<file path="config.mk">
export PLATFORM = sky130hd
export DESIGN_NAME = pwc_chan
export DESIGN_NICKNAME = d
export VERILOG_FILES = /design/src/rtl/pwc_pkg.sv /design/src/rtl/pwc_tmr_if.sv /design/src/rtl/pwc_timer.sv /design/src/rtl/pwc_chan.sv
export SDC_FILE = /design/constraint.sdc
export NUM_CORES = 1
export LEC_CHECK = 0
export BUFFER_PORTS_ARGS = -buffer_cell sky130_fd_sc_hd__clkbuf_2
export CAP_MARGIN = 20
export CORE_MARGIN = 2
export CORE_UTILIZATION = 45
export DETAILED_ROUTE_END_ITERATION = 8
export PLACE_DENSITY = 0.66
export SETUP_SLACK_MARGIN = 0.02
export SLEW_MARGIN = 0
export SYNTH_ARGS = -nofsm -noshare
export SYNTH_HDL_FRONTEND = slang
export SYNTH_SLANG_ARGS = --single-unit
export TNS_END_PERCENT = 1
</file>
<file path="constraint.sdc">
create_clock -name sys_clk -period 3.1 [get_ports sys_clk]
set_clock_uncertainty 0.05 [all_clocks]
set_input_delay 0.62 -clock sys_clk [delete_from_list [all_inputs] [get_ports sys_clk]]
set_output_delay 0.62 -clock sys_clk [all_outputs]
set_load 0.02 [all_outputs]
</file>
<file path="src/rtl/pwc_pkg.sv">
// Shared constants, timing counts and state encodings for the parallel word channel
package pwc_pkg;

   // ****************************************
   // Widths and clock
   // ****************************************
   localparam int CLK_MHZ = 125;
   localparam int WORD_W  = 30;
   localparam int TMR_W   = 12;
   localparam int HLP_W   = 16;

   // Minimum interval in ns to whole clock cycles, rounded up, never below one
   function automatic logic [TMR_W-1:0] pwc_cycles(input int t_ns);
      int c;
      c = (t_ns * CLK_MHZ + 999) / 1000;
      if (c < 1) begin
         c = 1;
      end
      return c[TMR_W-1:0];
   endfunction

   // ****************************************
   // Intervals in ns, as printed
   // ****************************************
   localparam int T_IN_DLY_NS   = 16000;
   localparam int T_IN_ACK_NS   = 8800;
   localparam int T_IN_GAP_NS   = 10000;
   localparam int T_SETTLE_NS   = 4400;
   localparam int T_OUT_DLY_NS  = 16000;
   localparam int T_STROBE_NS   = 8800;
   localparam int T_HOLD_NS     = 4000;
   localparam int T_OUT_GAP_NS  = 10000;
   localparam int T_FN_GAP_NS   = 2000;

   // ****************************************
   // Intervals in cycles
   // ****************************************
   localparam logic [TMR_W-1:0] IN_DLY_CYC  = pwc_cycles(T_IN_DLY_NS);
   localparam logic [TMR_W-1:0] IN_ACK_CYC  = pwc_cycles(T_IN_ACK_NS);
   localparam logic [TMR_W-1:0] IN_GAP_CYC  = pwc_cycles(T_IN_GAP_NS);
   localparam logic [TMR_W-1:0] SETTLE_CYC  = pwc_cycles(T_SETTLE_NS);
   localparam logic [TMR_W-1:0] OUT_DLY_CYC = pwc_cycles(T_OUT_DLY_NS);
   localparam logic [TMR_W-1:0] STROBE_CYC  = pwc_cycles(T_STROBE_NS);
   localparam logic [TMR_W-1:0] HOLD_CYC    = pwc_cycles(T_HOLD_NS);
   localparam logic [TMR_W-1:0] OUT_GAP_CYC = pwc_cycles(T_OUT_GAP_NS);
   localparam logic [TMR_W-1:0] FN_GAP_CYC  = pwc_cycles(T_FN_GAP_NS);

   // ****************************************
   // State encodings
   // ****************************************
   typedef enum logic [1:0] {
      IN_IDLE = 2'b01,
      IN_ACK  = 2'b10
   } pwc_in_st_t;

   typedef enum logic [5:0] {
      O_IDLE   = 6'b000001,
      O_WAIT   = 6'b000010,
      O_SETTLE = 6'b000100,
      O_STROBE = 6'b001000,
      O_HOLD   = 6'b010000,
      O_GAP    = 6'b100000
   } pwc_out_st_t;

   typedef enum logic [4:0] {
      X_IDLE  = 5'b00001,
      X_ARM   = 5'b00010,
      X_DRIVE = 5'b00100,
      X_WAIT  = 5'b01000,
      X_DROP  = 5'b10000
   } pwc_xc_st_t;

endpackage

</file>
<file path="src/rtl/pwc_tmr_if.sv">
// Start, length and expiry signals between the channel and one interval timer
`timescale 1ns/1ns
interface pwc_tmr_if;
   logic                       start;
   logic [pwc_pkg::TMR_W-1:0]  len;
   logic                       expired;

   modport ctl (output start, output len, input expired);
   modport tmr (input start, input len, output expired);
endinterface

</file>
<file path="src/rtl/pwc_timer.sv">
// One-shot interval timer: expired rises exactly len cycles after a start pulse
`timescale 1ns/1ns
module pwc_timer (
   input  logic       sys_clk,
   input  logic       rstn,
   pwc_tmr_if.tmr     tp
);
   import pwc_pkg::*;

   logic [TMR_W-1:0] count;

   // Idle timer reads as expired so nothing waits on it after reset
   always_ff @(posedge sys_clk or negedge rstn) begin
      if (!rstn) begin
         count      <= '0;
         tp.expired <= 1'b1;
      end else if (tp.start) begin
         count      <= tp.len;
         tp.expired <= 1'b0;
      end else if (count != '0) begin
         count      <= count - 1'b1;
         tp.expired <= (count == {{(TMR_W-1){1'b0}}, 1'b1});
      end
   end

endmodule

</file>
<file path="src/rtl/pwc_chan.sv">
// Handshake logic of one parallel word channel: input, output, command and link
`timescale 1ns/1ns
module pwc_chan (
   input  logic                        sys_clk,
   input  logic                        rstn,
   input  logic [pwc_pkg::WORD_W-1:0]  in_data,
   input  logic                        in_req,
   input  logic                        in_attn,
   output logic                        in_ack,
   output logic                        in_buf_active,
   input  logic                        in_enable,
   output logic [pwc_pkg::WORD_W-1:0]  rx_word,
   output logic                        rx_valid,
   output logic                        rx_attn,
   input  logic                        out_req,
   output logic [pwc_pkg::WORD_W-1:0]  out_data,
   output logic                        out_ack,
   output logic                        out_func,
   input  logic                        tx_valid,
   input  logic [pwc_pkg::WORD_W-1:0]  tx_data,
   input  logic                        tx_func,
   output logic                        tx_ready,
   input  logic                        xc_armed,
   input  logic                        xc_resume,
   output logic [pwc_pkg::WORD_W-1:0]  xc_data,
   output logic                        xc_ready,
   input  logic                        xw_valid,
   input  logic [pwc_pkg::WORD_W-1:0]  xw_data,
   output logic                        xw_ready
);
   import pwc_pkg::*;

   function automatic logic [HLP_W-1:0] sat_inc(input logic [HLP_W-1:0] v);
      return (v == {HLP_W{1'b1}}) ? v : v + 1'b1;
   endfunction

   // ****************************************
   // Pin synchronisers
   // ****************************************
   logic [4:0]        sync_m;
   logic [4:0]        sync_s;
   logic [WORD_W-1:0] in_data_m;
   logic [WORD_W-1:0] in_data_s;
   logic              in_req_s;
   logic              in_attn_s;
   logic              out_req_s;
   logic              xc_resume_s;
   logic              xc_armed_s;

   always_ff @(posedge sys_clk or negedge rstn) begin
      if (!rstn) begin
         sync_m    <= '0;
         sync_s    <= '0;
         in_data_m <= '0;
         in_data_s <= '0;
      end else begin
         sync_m    <= {in_req, in_attn, out_req, xc_resume, xc_armed};
         sync_s    <= sync_m;
         in_data_m <= in_data;
         in_data_s <= in_data_m;
      end
   end

   assign {in_req_s, in_attn_s, out_req_s, xc_resume_s, xc_armed_s} = sync_s;

   // ****************************************
   // Interval timers
   // ****************************************
   pwc_tmr_if in_gap_if ();
   pwc_tmr_if in_age_if ();
   pwc_tmr_if in_pw_if ();
   pwc_tmr_if o_gap_if ();
   pwc_tmr_if o_age_if ();
   pwc_tmr_if o_step_if ();

   pwc_timer u_in_gap (.sys_clk(sys_clk), .rstn(rstn), .tp(in_gap_if));
   pwc_timer u_in_age (.sys_clk(sys_clk), .rstn(rstn), .tp(in_age_if));
   pwc_timer u_in_pw (.sys_clk(sys_clk), .rstn(rstn), .tp(in_pw_if));
   pwc_timer u_o_gap (.sys_clk(sys_clk), .rstn(rstn), .tp(o_gap_if));
   pwc_timer u_o_age (.sys_clk(sys_clk), .rstn(rstn), .tp(o_age_if));
   pwc_timer u_o_step (.sys_clk(sys_clk), .rstn(rstn), .tp(o_step_if));

   // ****************************************
   // Input channel
   // ****************************************
   pwc_in_st_t in_st;
   logic       in_any_d;
   logic       in_pend;
   logic       in_any;
   logic       in_rise;
   logic       in_fall;
   logic       in_rise_ok;
   logic       in_serve;

   // Attention shares the acknowledge, so it is qualified like a data request
   assign in_any     = in_req_s | in_attn_s;
   assign in_rise    = in_any & ~in_any_d;
   assign in_fall    = ~in_any & in_any_d;
   assign in_rise_ok = in_rise & in_gap_if.expired;
   assign in_serve   = (in_st == IN_IDLE) & in_pend & in_age_if.expired & in_enable;

   assign in_gap_if.start = in_fall;
   assign in_gap_if.len   = IN_GAP_CYC;
   assign in_age_if.start = in_rise_ok;
   assign in_age_if.len   = IN_DLY_CYC;
   assign in_pw_if.start  = in_serve;
   assign in_pw_if.len    = IN_ACK_CYC;

   // A rise seen while acknowledge is still high stays pending; set wins over serve
   always_ff @(posedge sys_clk or negedge rstn) begin
      if (!rstn) begin
         in_any_d <= 1'b0;
         in_pend  <= 1'b0;
      end else begin
         in_any_d <= in_any;
         if (in_rise_ok) begin
            in_pend <= 1'b1;
         end else if (in_serve) begin
            in_pend <= 1'b0;
         end
      end
   end

   always_ff @(posedge sys_clk or negedge rstn) begin
      if (!rstn) begin
         in_st    <= IN_IDLE;
         in_ack   <= 1'b0;
         rx_word  <= '0;
         rx_valid <= 1'b0;
         rx_attn  <= 1'b0;
      end else begin
         rx_valid <= 1'b0;
         case (in_st)
            IN_IDLE: begin
               if (in_serve) begin
                  rx_word  <= in_data_s;
                  rx_attn  <= in_attn_s;
                  rx_valid <= 1'b1;
                  in_ack   <= 1'b1;
                  in_st    <= IN_ACK;
               end
            end
            IN_ACK: begin
               if (in_pw_if.expired) begin
                  in_ack <= 1'b0;
                  in_st  <= IN_IDLE;
               end
            end
            default: in_st <= IN_IDLE;
         endcase
      end
   end

   // Armed level seen by a sending computer on the link into this input
   always_ff @(posedge sys_clk or negedge rstn) begin
      if (!rstn) begin
         in_buf_active <= 1'b0;
      end else begin
         in_buf_active <= in_enable;
      end
   end

   // ****************************************
   // Output and command channel
   // ****************************************
   pwc_out_st_t       o_st;
   logic [WORD_W-1:0] o_stage;
   logic              o_is_fn;
   logic              o_req_d;
   logic              o_pend;
   logic              o_rise_ok;
   logic              o_serve;
   logic              o_take_fn;
   logic              o_load;

   assign o_rise_ok = out_req_s & ~o_req_d & o_gap_if.expired;
   assign o_serve   = (o_st == O_WAIT) & o_pend & o_age_if.expired;
   assign o_take_fn = (o_st == O_IDLE) & tx_valid & tx_ready & tx_func;
   assign o_load    = o_take_fn | o_serve;

   assign o_gap_if.start = ~out_req_s & o_req_d;
   assign o_gap_if.len   = OUT_GAP_CYC;
   assign o_age_if.start = o_rise_ok;
   assign o_age_if.len   = OUT_DLY_CYC;

   always_comb begin
      o_step_if.start = 1'b0;
      o_step_if.len   = SETTLE_CYC;
      case (o_st)
         O_IDLE:   o_step_if.start = o_take_fn;
         O_WAIT:   o_step_if.start = o_serve;
         O_SETTLE: begin
            o_step_if.start = o_step_if.expired;
            o_step_if.len   = STROBE_CYC;
         end
         O_STROBE: begin
            o_step_if.start = o_step_if.expired;
            o_step_if.len   = HOLD_CYC;
         end
         O_HOLD: begin
            o_step_if.start = o_step_if.expired & o_is_fn;
            o_step_if.len   = FN_GAP_CYC;
         end
         default: o_step_if.start = 1'b0;
      endcase
   end

   always_ff @(posedge sys_clk or negedge rstn) begin
      if (!rstn) begin
         o_req_d <= 1'b0;
         o_pend  <= 1'b0;
      end else begin
         o_req_d <= out_req_s;
         if (o_rise_ok) begin
            o_pend <= 1'b1;
         end else if (o_serve) begin
            o_pend <= 1'b0;
         end
      end
   end

   // Data words wait for a request; command words go out unasked
   always_ff @(posedge sys_clk or negedge rstn) begin
      if (!rstn) begin
         o_st     <= O_IDLE;
         o_stage  <= '0;
         o_is_fn  <= 1'b0;
         out_data <= '0;
         out_ack  <= 1'b0;
         out_func <= 1'b0;
         tx_ready <= 1'b1;
      end else begin
         if (o_load) begin
            out_data <= o_take_fn ? tx_data : o_stage;
         end
         case (o_st)
            O_IDLE: begin
               if (tx_valid && tx_ready) begin
                  tx_ready <= 1'b0;
                  o_is_fn  <= tx_func;
                  o_stage  <= tx_data;
                  o_st     <= tx_func ? O_SETTLE : O_WAIT;
               end
            end
            O_WAIT: begin
               if (o_serve) begin
                  o_st <= O_SETTLE;
               end
            end
            O_SETTLE: begin
               if (o_step_if.expired) begin
                  out_ack  <= ~o_is_fn;
                  out_func <= o_is_fn;
                  o_st     <= O_STROBE;
               end
            end
            O_STROBE: begin
               if (o_step_if.expired) begin
                  out_ack  <= 1'b0;
                  out_func <= 1'b0;
                  o_st     <= O_HOLD;
               end
            end
            O_HOLD: begin
               if (o_step_if.expired) begin
                  o_st     <= o_is_fn ? O_GAP : O_IDLE;
                  tx_ready <= ~o_is_fn;
               end
            end
            O_GAP: begin
               if (o_step_if.expired) begin
                  o_st     <= O_IDLE;
                  tx_ready <= 1'b1;
               end
            end
            default: o_st <= O_IDLE;
         endcase
      end
   end

   // ****************************************
   // Computer-to-computer sending link
   // ****************************************
   pwc_xc_st_t        xc_st;
   logic [WORD_W-1:0] xc_word;

   // Waiting for resume to fall stops one long strobe ending two words
   always_ff @(posedge sys_clk or negedge rstn) begin
      if (!rstn) begin
         xc_st    <= X_IDLE;
         xc_word  <= '0;
         xc_data  <= '0;
         xc_ready <= 1'b0;
         xw_ready <= 1'b1;
      end else begin
         case (xc_st)
            X_IDLE: begin
               if (xw_valid) begin
                  xc_word  <= xw_data;
                  xw_ready <= 1'b0;
                  xc_st    <= X_ARM;
               end
            end
            X_ARM: begin
               if (xc_armed_s) begin
                  xc_data <= xc_word;
                  xc_st   <= X_DRIVE;
               end
            end
            X_DRIVE: begin
               xc_ready <= 1'b1;
               xc_st    <= X_WAIT;
            end
            X_WAIT: begin
               if (xc_resume_s) begin
                  xc_ready <= 1'b0;
                  xc_data  <= '0;
                  xc_st    <= X_DROP;
               end
            end
            X_DROP: begin
               if (!xc_resume_s) begin
                  xw_ready <= 1'b1;
                  xc_st    <= X_IDLE;
               end
            end
            default: xc_st <= X_IDLE;
         endcase
      end
   end

   // ****************************************
   // Checks
   // ****************************************
   logic [HLP_W-1:0] in_since_rise;
   logic [HLP_W-1:0] ack_hi;
   logic [HLP_W-1:0] o_since_rise;
   logic [HLP_W-1:0] od_age;
   logic [HLP_W-1:0] strobe_low;
   logic [HLP_W-1:0] fn_hi;
   logic [HLP_W-1:0] fn_low;

   always_ff @(posedge sys_clk or negedge rstn) begin
      if (!rstn) begin
         in_since_rise <= '1;
         ack_hi        <= '0;
         o_since_rise  <= '1;
         od_age        <= '1;
         strobe_low    <= '1;
         fn_hi         <= '0;
         fn_low        <= '1;
      end else begin
         in_since_rise <= in_rise_ok ? '0 : sat_inc(in_since_rise);
         ack_hi        <= in_ack ? sat_inc(ack_hi) : '0;
         o_since_rise  <= o_rise_ok ? '0 : sat_inc(o_since_rise);
         od_age        <= o_load ? '0 : sat_inc(od_age);
         strobe_low    <= (out_ack | out_func) ? '0 : sat_inc(strobe_low);
         fn_hi         <= out_func ? sat_inc(fn_hi) : '0;
         fn_low        <= out_func ? '0 : sat_inc(fn_low);
      end
   end
endmodule

</file>
Word level (Yosys, flattened, before mapping)
Cells that the tools add are included.

Bits in registers: 325. Bits in latches: 0. Memory bits (writable): 0. Memory bits (read-only): 0. Logic and storage cells: 200. Memories: 0.

Add/sub/neg operators: 6. $mul: 0. Divide/modulo/power cells: 0. Order comparisons: 0. Equality and inequality tests: 31. Shift-type cells: 0. Multiplexer cells: 69. Bitwise logic cells: 22. Reductions and logical operators: 34.

Operators by type and width (count): 12-bit two-way mux (12); 30-bit two-way mux (3); 12-bit by 1-bit == test with 1-bit output (second input constant) (6); 12-bit nonzero test (6); 12-bit by 1-bit subtractor with 12-bit output (second input constant) (6); 30-bit case mux with 2 select lines (1); 6-bit two-way mux (7); 6-bit case mux with 6 select lines (1); 11-bit case mux with 3 select lines (1); 1-bit two-way mux (28); 2-bit nonzero test (13); 5-bit case mux with 5 select lines (1); 5-bit two-way mux (4); 1-bit bitwise AND (15); 2-bit by 1-bit inequality test with 1-bit output (second input constant) (6); 2-bit inequality test (second input constant) (6); 3-bit AND reduction (4); 1-bit case mux with 2 select lines (5); 2-bit AND reduction (5); 4-bit AND reduction (2); 6-bit by 1-bit == test with 1-bit output (second input constant) (1); 6-bit by 2-bit == test with 1-bit output (second input constant) (1); 6-bit by 3-bit == test with 1-bit output (second input constant) (1); 6-bit by 4-bit == test with 1-bit output (second input constant) (1); other kinds (20) (26).

Longest topological paths before layout
Gate-level depths: netlist (run 1).

Depth in word-level cells: 6. Gate-level depth with buffers: 8. Depth with buffers taken out: 7.

By module
A second synthesis (run 1) with hierarchy kept.

Cell total of the unflattened synthesis: 1192. Area, all modules: 13934.6 sq um.

Modules (own cells, without submodules): pwc_chan (times used 1, cells each 670, area an instance 9096.2 sq um); pwc_timer at u_in_age ... (times used 3, cells each 89, area an instance 815.8 sq um); pwc_timer at u_o_age ... (times used 3, cells each 85, area an instance 797.0 sq um).

Worst setup path before layout (run 1)
Ideal clock, no wire load.

Path type: flip-flop to flip-flop. Start point: register u_in_age.count[0]. End point: register u_in_age.count[3]. Setup time: 0.149 ns. Arrival: 1.992 ns. Required time: 2.901 ns. Path slack: 0.909 ns. Stages on the path, launching flop included: 9. Buffers on the path: 1. Cell sequence: dfrtp_1 > inv_1 > ha_1 > or3b_2 > or4b_4 > buf_6 > nand3b_2 > xor2_1 > nor2_1.

Word-level cells in the longest chain between the ends: 3. Elaborated cells on any way between the ends: 5. Classes of those cells: add/sub: 1; mux: 2; reduce/logical: 2.

Ends and longest elaborated chain: start: declaration (RTL line pwc_timer.sv:10) `logic [TMR_W-1:0] count;`; start signal: assignment (RTL line pwc_timer.sv:18) `count <= tp.len;`; start signal: assignment (RTL line pwc_timer.sv:21) `count <= count - 1'b1;`; 12-bit by 1-bit subtractor with 12-bit output (RTL line pwc_timer.sv:21); 12-bit two-way mux (RTL line pwc_timer.sv:20) `end else if (count != '0) begin`; 12-bit two-way mux (RTL line pwc_timer.sv:17) `end else if (tp.start) begin`.

Several ways; a longest one is shown, not always the timed one. The select of a mux whose other input is x is not followed. A chain may end at the register's enable or synchronous reset.

Worst setup path in the final report (run 1)
Start point: register o_st[1]. End point: register u_o_step.count[7].

Word-level cells in the longest chain between the ends: 6. Elaborated cells on any way between the ends: 15. Classes of those cells: eq/ne: 5; mux: 3; bitwise: 5; reduce/logical: 2.

Ends and longest elaborated chain: start: declaration (RTL line pwc_chan.sv:166) `pwc_out_st_t o_st;`; start signal: assignment (RTL line pwc_chan.sv:242) `o_st <= tx_func ? O_SETTLE : O_WAIT;`; start signal: assignment (RTL line pwc_chan.sv:266) `o_st <= o_is_fn ? O_GAP : O_IDLE;`; 6-bit by 1-bit == test with 1-bit output (RTL line pwc_chan.sv:178, pwc_chan.sv:189); 1-bit bitwise AND (3 in a row) (RTL line pwc_chan.sv:178) `assign o_take_fn = (o_st == O_IDLE) & tx_valid & tx_ready & tx_func;`; 1-bit case mux with 4 select lines (RTL line pwc_chan.sv:189) `case (o_st)`; 12-bit two-way mux or 2-bit nonzero test (tied branches); end signal: assignment (RTL line pwc_timer.sv:18); end signal: assignment (RTL line pwc_timer.sv:21); end: declaration (RTL line pwc_timer.sv:10).

Several ways; a longest one is shown, not always the timed one.

==> summary.md, run 1 <==
| Metric | Value |
|---|---|
| Vias in the first global route | `8,854` |
| Startpoint Class | `flop` |
| Slew @ Worst Pin | `0.966 ns` |
| Cell Area, Synth | `0.0129 mm²` |
| H-tree depth | `2` |
| Peak VDD IR | `a little over 0.5 mV` |
| Maximum number of pins on one net before global-route repair | `89` |
| Internal cell power | `between 0.008 and 0.009 W` |
| Final setup TNS | `0 ns` |
| PwrDens | `roughly 760 mW/mm²` |
| Global route total overflow | `0` |
| Port Buffers | `199` |
| Worst-path clk slew | `0.06 ns` |
| Post-DP HPWL | `16,600 µm` |
| Sw frac | `0.280` |
| Synth area leaders | `dfrtp_1 61%, nand2_1 7.6%, mux2_2 5.3%` |
| Multi-input logic area | `0.00451 mm²` |
| Fraction of layout cells with a size suffix above 1 | `0.258` |
| DRC | `0` |
| R2R depth | `5` |
| Tcrit/Tclk final | `0.788` |
| R2r startpoint | `o_st[1]` |
| Worst hold path class | `in -> async` |
| Min Tclk post-route | `2.44 ns` |
| Hold Fails Final Rpt | `0` |
| N_diodes | `0` |
| IO Count | `200` |
| Slowest cell on crit path | `nor4_1` |
| Final #Nets | `1,465` |
| Worst rel slew slack | `0.354` |
| Worst-skew pair later-pin latency | `0.51 ns` |
| Die H | `173 µm` |
| Initial antenna violation count | `0` |
| CORE AREA | `0.0285 mm²` |
| Buffer count from post-CTS setup fixing | `0` |
| Finished Layout Cells | `1,757` |
| Number of CTS-inserted buffers | `35` |
| Combinational Power Share | `0.175` |
| Yosys top cell by area | `dfrtp_1` |
| Sw Pwr | `approximately 0.0033 W` |
| Critical path endpoint category | `flop` |
| Placer Congestion | `about 0.80` |
| Clock power frac | `0.362` |
| Worst Setup Path Type | `reg -> reg` |
| Placed cells | `1,693` |
| Avg Inst Size Synth | `roughly 11 µm²` |
| Total Wirelength | `25,300 µm` |
| Via count | `8,811` |
| # fillers | `2,511` |
| MaxCap Viol Count | `0` |
| CP max FO | `12` |
| All-Layer GR Usage | `0.171` |
| Die W | `173 µm` |
| Share of the synthesized area in the top cell type | `0.608` |
| Post-DR wirelength/cell | `roughly 14 µm` |
| Async S/R FF share, synth | `1.00` |
| Yosys reg bits | `roughly 330` |
| Initial core utilization | `0.454` |
| Leak | `7.62 nW` |
| Die ar. | `0.0301 mm²` |
| Flop pwr share | `0.463` |
| Clock sinks | `approximately 330` |
| Fmax | `410 MHz` |
| Library cells used by synthesis | `62` |
| First-pass GRT wire length | `43,300 µm` |
| Cts hold-fix bufs | `0` |
| Reg area | `0.00815 mm²` |
| Post-synth top flop | `dfrtp_1` |
| Via-to-Cell Ratio | `5.01` |
| Crit-path max cell delay | `0.63 ns` |
| Synth Instances | `1,142` |
| Register area share after synthesis | `0.630` |
| 1st-iter DRT viols | `367` |
| Worst path cell trace | `nor4_1 > o211ai_1 > nand4_1 > or2_2 > o21ai_0` |
| RSZ-0062 raised after global routing | `false` |
| Area Overhead vs Synth | `20.6%` |
| Reg2reg end | `u_o_step.count[7]` |
| Routed Antenna Nets | `0` |
| CTS tree | `done` |
| Post-synth EDFFs | `0` |
| Warnings from Yosys | `0` |
| Clk buf depth | `3` |
| CP arrival | `2.77 ns` |
| Critical Path RT | `3.43 ns` |
| Final slew viol count | `0` |
| Syn Nets | `1,261` |
| Cell row count | `62` |
| Initial DRT Pass Iterations | `5` |
| Status | `complete, no violations` |
| Reg-to-reg slack, setup | `around 0.66 ns` |
| Final setup violation count | `0` |
| Root Buffer Master | `clkbuf_16` |
| Post-CTS resize count | `0` |
## state kept, by name, indices dropped and copies added (netlist names), 5 cells and up
name and count:
in_data_m 30, in_data_s 30, o_stage 30, out_data 30
rx_word 30, xc_data 30, xc_word 30, u_in_age.count 12
u_in_gap.count 12, u_in_pw.count 12, u_o_age.count 12, u_o_gap.count 12
u_o_step.count 12, o_st 6, sync_m 5, sync_s 5
xc_st 5
## critical path, delay by kind of cell (launching register included)
family | cells | cell delay, ns
AO/OA/AOI/OAI | 2 | 0.51
flip-flops | 1 | 0.43
AND/OR/NAND/NOR | 3 | 1.33
## logic make-up after synthesis
kind of cell / synth area share
compound gates: 0.0744
xor+xnor: 0.0285
fa+ha+maj: 0.0174
buf+inv: 0.0214
flops: 0.630
mux: 0.0609
simple gates: 0.167
## power by group through the flow
stage	combinational, W	sequential, W	clock (W)
6_report	0.00206	0.00545	0.00426
5_1_grt	0.00234	0.00555	0.00455
4_1_cts	0.00209	0.00544	0.00438
3_5_place_dp	0.00209	0.00551	0
3_3_place_gp	0.00204	0.00548	0
2_1_floorplan	0.00132	0.00559	0
## worst max-delay path by stage
stage,startpoint,endpoint,slack (ns),cells past startpoint
6_report,o_st[1],u_o_step.count[7],0.66,5
5_1_grt,o_st[2],u_o_step.count[4],0.43,5
4_1_cts,o_st[1],u_o_step.count[7],0.73,5
3_5_place_dp,o_st[1],u_o_step.count[7],0.75,5
3_3_place_gp,u_in_pw.count[0],u_in_pw.count[7],0.83,7
2_1_floorplan,u_in_age.count[0],u_in_age.count[3],0.91,8
## per-stage QoR
stage | total power (W) | hold slack (ns) | area [µm²] | util | setup slack, ns
3_5_place_dp | 0.00760 | 0.285 | 14400 | 0.505 | 0.748
6_report | 0.0118 | 0.0216 | 15600 | 0.547 | 0.658
3_3_place_gp | 0.00751 | 0.282 | 14400 | 0.505 | 0.835
2_1_floorplan | 0.00690 | 0.274 | 12900 | - | 0.909
4_1_cts | 0.0119 | 0.0196 | 15600 | 0.547 | 0.729
5_1_grt | 0.0124 | 0.0455 | 15600 | 0.547 | 0.431
## layer usage
| metal | global-route usage | part of all wire |
|---|---|---|
| met1 | 0.231 | 0.46 |
| met3 | 0.0511 | 0.067 |
| met2 | 0.271 | 0.45 |
| met4 | 0.0438 | 0.015 |
| met5 | 0 | 0 |
## Yosys cell counts (all sizes together) (2+ instances only)
master / n
dfrtp: 314
nor2: 60
a211oi: 3
nand4b: 2
ha: 18
xnor2: 26
or4: 13
and3: 4
a31oi: 3
and2: 8
o31ai: 8
o31a: 2
nor4b: 6
o311ai: 6
o21ai: 58
o211ai: 3
or2: 5
nor3: 16
a21oi: 23
nand2b: 8
nand4: 8
nand2: 263
dfstp: 11
a22oi: 30
a21o: 2
or4b: 3
mux2i: 10
clkbuf: 38
mux2: 61
nor4: 24
nand3: 16
nor2b: 9
xor2: 16
nand3b: 8
o22ai: 4
inv: 21
or3: 8
buf: 9
## area by class of cell
class | count | share of cell area
tap | 384 | 0.0308
timing repair buffer | 214 | 0.0750
clock inverter | 7 | 0.00803
inverter | 22 | 0.00530
multi-input combinational | 748 | 0.289
sequential | 325 | 0.523
clock buffer | 57 | 0.0687
## layout by cell type (no fill, tap or decap), types with 6 or more instances in the layout
| cell type | count |
|---|---|
| dfrtp_1 | 314 |
| nand2_1 | 263 |
| clkbuf_2 | 198 |
| mux2_2 | 61 |
| nor2_1 | 58 |
| o21ai_0 | 57 |
| clkbuf_16 | 37 |
| a22oi_1 | 30 |
| xnor2_1 | 26 |
| a21oi_1 | 23 |
| nor4_1 | 22 |
| inv_1 | 21 |
| ha_1 | 18 |
| nor3_1 | 16 |
| nand3_1 | 16 |
| xor2_1 | 16 |
| clkbuf_1 | 13 |
| or4_1 | 12 |
| dfstp_2 | 11 |
| buf_4 | 11 |
| mux2i_1 | 10 |
| nor2b_1 | 9 |
| nand4_1 | 8 |
| or3_1 | 8 |
| nand2b_1 | 8 |
| o31ai_1 | 8 |
| and2_1 | 8 |
| nand3b_1 | 7 |
| clkbuf_8 | 7 |
| nor4b_1 | 6 |
(Power assumes the default switching activity.)
==> run 2, diff against run 1 <==
Settings changed: PLACE_DENSITY 0.66 to 0.68.
Clock period 3.1 ns to 2.2 ns, I/O delays scaled along.
==> summary.md, run 2 (synthesis results as in run 1) <==
| Metric | Value |
|---|---|
| Vias in the first global route | `9,500` |
| Worst-path clk slew | `around 0.060 ns` |
| All-Layer GR Usage | `0.183` |
| RSZ-0062 raised after global routing | `true` |
| Final setup TNS | `0 ns` |
| DRC | `0` |
| Tcrit/Tclk final | `0.965` |
| Routed Antenna Nets | `0` |
| H-tree depth | `2` |
| Startpoint Class | `flop` |
| Via-to-Cell Ratio | `5.02` |
| CORE AREA | `0.0285 mm²` |
| Clock sinks | `325` |
| Final #Nets | `1,534` |
| Critical path endpoint category | `flop` |
| Hold Path Origin | `in_enable` |
| Port Buffers | `199` |
| MaxCap Viol Count | `0` |
| Worst hold slack | `0.0473 ns` |
| Initial antenna violation count | `0` |
| WP buf/inv | `1` |
| Status | `complete, no violations` |
| R2R depth | `7` |
| Die W | `between 150 and 200 µm` |
| Total Wirelength | `27,000 µm` |
| Final slew viol count | `0` |
| Critical path depth | `7` |
| IO Count | `200` |
| Number of CTS-inserted buffers | `36` |
| Area Overhead vs Synth | `25.8%` |
| Reg2reg end | `u_in_age.count[3]` |
| Initial core utilization | `0.454` |
| Slowest cell on crit path | `or4b_4` |
| Crit path max-delay family | `simple AND/OR/NAND/NOR gates` |
| Hold Path Sink | `in_buf_active` |
| PwrDens | `a little over 1000 mW/mm²` |
| CTS tree | `done` |
| First-pass GRT wire length | `46,400 µm` |
| Final Cell Area | `around 0.016 mm²` |
| Final setup violation count | `0` |
| Worst hold path class | `in -> reg` |
| Most common cell after layout, fill and taps aside | `dfrtp_1` |
| Worst rel slew slack | `0.568` |
| Crit-path max cell delay | `0.54 ns` |
| Root Buffer Master | `clkbuf_16` |
| Worst Setup Path Type | `reg -> reg` |
| Fraction of layout cells with a size suffix above 1 | `0.279` |
| Post-DR wirelength/cell | `14.8 µm` |
| Post-place instance area | `about 0.015 mm²` |
| Maximum number of pins on one net before global-route repair | `roughly 70` |
| Hold Fails Final Rpt | `0` |
| N_diodes | `0` |
| Via count | `about 9,100` |
| Buffer count from post-CTS setup fixing | `0` |
| Initial DRT Pass Iterations | `4` |
| R2r startpoint | `u_in_age.count[0]` |
| Min Tclk post-route | `roughly 2.1 ns` |
| Placer Congestion | `0.819` |
| Slew @ Worst Pin | `0.648 ns` |
| CP max FO | `5` |
| Worst-skew pair later-pin latency | `0.51 ns` |
| Leak | `7.95 nW` |
| Die ar. | `0.0301 mm²` |
| Fmax | `471 MHz` |
| Setup Slack @ Placement | `-0.0136 ns` |
| CP arrival | `2.46 ns` |
| 1st-iter DRT viols | `557` |
| Worst path cell trace | `inv_1 > ha_2 > or3b_4 > or4b_4 > nand3b_2 > xor2_1 > nor2_1` |
| Clk buf depth | `3` |
| Reg-to-reg slack, setup | `0.08 ns` |
| Commonest non-fill, non-tap cells in the layout | `314 x dfrtp_1, 263 x nand2_1, 198 x clkbuf_2` |
| Worst Hold Path Cells | `1` |
| Final WS setup | `0.0759 ns` |
| Cell row count | `62` |
| Peak VDD IR | `0.779 mV` |
| Final Util | `0.571` |
| Critical Path RT | `2.54 ns` |
| Post-DP HPWL | `approximately 17,000 µm` |
| Global route total overflow | `0` |
| Die H | `173 µm` |
run 2: what timing repair did:
item,in CTS,in global routing
setup endpoints to repair,1,13
endpoints found under the hold margin,77,0
hold buffers,36,0
gates resized for setup,1,8
run 2: final cells by class:
type | instances | area, µm²
timing repair buffer | 282 | 1810
fill | 2377 | 12200
sequential | 325 | 8150
clock buffer | 50 | 1060
multi-input combinational | 748 | 4550
inverter | 22 | 82.6
clock inverter | 11 | 128
tap | 384 | 480
run 2: where the power goes:
| part | total [W] | leakage (nW) | internal [W] | switching (W) |
|---|---|---|---|---|
| combinational | 0.00311 | 3.33 | 0.00144 | 0.00167 |
| sequential | 0.00768 | 4.03 | 0.00695 | 0.000733 |
| clock | 0.00597 | 0.594 | 0.00361 | 0.00235 |
run 2: metal layers:
metal / vias up / track usage / wire length [µm]
li1: 4446 / - / -
met1: 4462 / 0.247 / 12100
met2: 201 / 0.293 / 12600
met3: 39 / 0.0509 / 1820
met4: 0 / 0.0477 / 476
met5: - / 0 / 0
run 2: metrics by stage:
step	instances	total power, W
floorplan	1142	0.00974
global placement	1725	0.0107
detailed placement	1725	0.0108
CTS	1822	0.0169
global route	1822	0.0177
finish	1822	0.0168
run 2: how the worst max path moves through the flow:
stage / startpoint / end / slack (ns)
floorplan: u_in_pw.count[0] / u_in_pw.count[7] / 0.06
global placement: u_in_pw.count[0] / u_in_pw.count[7] / 0.04
detailed placement: u_in_pw.count[0] / u_in_pw.count[7] / -0.01
CTS: u_in_pw.count[0] / u_in_pw.count[4] / 0.02
global route: u_in_age.count[0] / u_in_age.count[3] / -0.03
finish: u_in_age.count[0] / u_in_age.count[3] / 0.08
==> run 3, diff against run 2 <==
Settings changed: ABC_AREA set to 1.
==> summary.md, run 3 <==
| Metric | Value |
|---|---|
| Post-synth top flop | `dfrtp_1` |
| Synth Area in Compound Gates | `0.0803` |
| Warnings from Yosys | `0` |
| Critical Path RT | `2.59 ns` |
| Initial antenna violation count | `0` |
| Port Buffers | `about 200` |
| Post-synth EDFFs | `0` |
| Number of CTS-inserted buffers | `37` |
| Clock sinks | `325` |
| Post-synthesis mux area share | `0.00320` |
| Final Util | `0.564` |
| Worst hold path class | `in -> reg` |
| RSZ-0062 raised after global routing | `false` |
| Initial DRT Pass Iterations | `5` |
| PwrDens | `1080 mW/mm²` |
| Final setup TNS | `0 ns` |
| Final setup violation count | `0` |
| Via-to-Cell Ratio | `4.91` |
| R2R depth | `8` |
| Reg-to-reg slack, setup | `~0.32 ns` |
| Area Overhead vs Synth | `22.6%` |
| Startpoint Class | `flop` |
| Die ar. | `roughly 0.032 mm²` |
| Post-Synth Adder-Cell Area | `0.0164` |
| CP dominant cell by count | `nor2_4` |
| Yosys reg bits | `325` |
| Initial core utilization | `0.460` |
| Crit-path max cell delay | `0.43 ns` |
| Total Wirelength | `slightly above 30,000 µm` |
| CTS tree | `done` |
| Critical path endpoint category | `flop` |
| # fillers | `about 2,600` |
| Yosys top cell by area | `dfrtp_1` |
| H-tree depth | `2` |
| Cell row count | `63` |
| Reg area | `0.00815 mm²` |
| Die W | `179 µm` |
| Worst Setup SP | `o_st[3]` |
| CP max FO | `31` |
| CP arrival | `2.27 ns` |
| Min Tclk post-route | `1.88 ns` |
| Leak | `approximately 8.7 nW` |
| Peak VDD IR | `0.777 mV` |
| Maximum number of pins on one net before global-route repair | `64` |
| Final slew viol count | `0` |
| Reg2reg end | `o_stage[24]` |
| Placed cells | `2,064` |
| IO Count | `200` |
| Via count | `~11,000` |
| Multi-input logic area | `0.00474 mm²` |
| Worst Setup Path Type | `reg -> reg` |
| Worst rel slew slack | `0.619` |
| 1st-iter DRT viols | `approximately 600` |
| R2r startpoint | `o_st[3]` |
| Main combinational cell family by area after synthesis | `simple AND/OR/NAND/NOR gates` |
| Vias in the first global route | `10,700` |
| Root Buffer Master | `clkbuf_16` |
| Buffer count from post-CTS setup fixing | `0` |
| First-pass GRT wire length | `51,500 µm` |
| Fmax | `532 MHz` |
| Slowest cell on crit path | `dfrtp_1` |
| Routed Antenna Nets | `0` |
| Worst-path clk slew | `0.06 ns` |
| Worst hold slack | `0.0703 ns` |
| Placer Congestion | `around 0.84` |
| All-Layer GR Usage | `0.199` |
| Register area share after synthesis | `0.595` |
| Status | `complete, no violations` |
| Avg Inst Size Synth | `~9.2 µm²` |
| Global route total overflow | `0` |
| Commonest non-fill, non-tap cells in the layout | `467 x nand2_1, 314 x dfrtp_1, 198 x clkbuf_2` |
| Hold Fails Final Rpt | `0` |
| Die H | `179 µm` |
| Cell Area, Synth | `0.0137 mm²` |
| Commonest cells post-synth | `467 x nand2_1, 314 x dfrtp_1, 153 x inv_1, 122 x o21ai_0, 107 x nor2_1` |
| WP buf/inv | `2` |
| Syn Nets | `roughly 1,600` |
| Final #Nets | `1,869` |
| Clk buf depth | `3` |
| Fraction of layout cells with a size suffix above 1 | `0.200` |
| Synth area leaders | `dfrtp_1 57%, nand2_1 13%, o21ai_0 4.5%` |
| Async S/R FF share, synth | `1.00` |
| Share of the synthesized area in the top cell type | `0.573` |
| N_diodes | `0` |
| Synth Instances | `1,493` |
| Post-DR wirelength/cell | `14.1 µm` |
| Post-synthesis xor/xnor area fraction | `0.0160` |
| Worst path cell trace | `nor2_4 > nand2_4 > nor2_8 > inv_2 > nor2_4 > buf_4 > nand2_1 > o21ai_2` |
| Post-DP HPWL | `21,200 µm` |
| Library cells used by synthesis | `54` |
| Simple logic cell fraction of the synthesized area | `0.229` |
| Worst-skew pair later-pin latency | `~0.53 ns` |
| Crit path to | `o_stage[24]` |
| Slew @ Worst Pin | `0.571 ns` |
| Post-CTS resize count | `0` |
| DRC | `0` |
| Most common cell after layout, fill and taps aside | `nand2_1` |
| CORE AREA | `0.0298 mm²` |
| Finished Layout Cells | `between 2,000 and 2,500` |
| Crit path max-delay family | `simple AND/OR/NAND/NOR gates` |
| Critical path depth | `8` |
| Top-count cell post-synth | `nand2_1` |
| MaxCap Viol Count | `0` |
| Tcrit/Tclk final | `0.854` |
run 3: worst min path at each step:
stage | startpoint | endpoint | slack, ns | cells after the start
floorplan | rstn | in_ack | 0.09 | 0
global placement | in_data_m[1] | in_data_s[1] | 0.28 | 0
detailed placement | in_data_m[24] | in_data_s[24] | 0.29 | 0
CTS | xw_data[13] | xc_word[13] | 0.05 | 3
global route | xw_data[3] | xc_word[3] | 0.06 | 3
finish | xw_data[13] | xc_word[13] | 0.07 | 3
run 3: layer usage:
metal,share of wire,wire [µm],vias to the layer above,track usage
met3,0.041,1260,46,0.0341
li1,-,-,5258,-
met1,0.44,13500,5095,0.263
met4,0.024,736,0,0.0661
met2,0.49,15100,232,0.334
met5,0,0,-,0
run 3: final cells by class:
cell class	instances	area share
Tap cell	390	0.0291
Sequential cell	325	0.485
Inverter	156	0.0350
Timing Repair Buffer	261	0.0976
Clock inverter	17	0.00998
Multi-Input combinational cell	969	0.282
Clock buffer	48	0.0612
run 3: repair_timing:
item / 4_1_cts / 5_1_grt
endpoints found under the setup margin: 0 / 0
hold buffers: 37 / 0
endpoints found under the hold margin: 84 / 0
run 3: per-stage QoR:
stage / instance area, µm² / worst slack (ns) / total power [W]
global route: 16800 / 0.173 / 0.0193
CTS: 16800 / 0.325 / 0.0183
floorplan: 13700 / 0.557 / 0.0108
detailed placement: 15200 / 0.350 / 0.0122
global placement: 15200 / 0.437 / 0.0120
finish: 16800 / 0.322 / 0.0181
run 3: power by group:
group          internal, W  total [W]  switching [W]
Sequential         0.00716    0.00796       0.000803
Combinational      0.00154    0.00416        0.00262
Clock              0.00356    0.00599        0.00243
run 3: worst reg2reg max path, delay by kind of cell (launching register included):
family	cells	cell delay (ns)
buf+inv	2	0.43
flops	1	0.43
compound gates	1	0.07
simple gates	5	0.82
run 3: cells by family (layout without fill, tap and decap cells):
family          after synthesis  count (layout)
buf+inv                     199             482
mux                           4               4
compound gates              192             192
simple gates                730             730
xor+xnor                     25              25
flops                       325             325
fa+ha+maj                    18              18
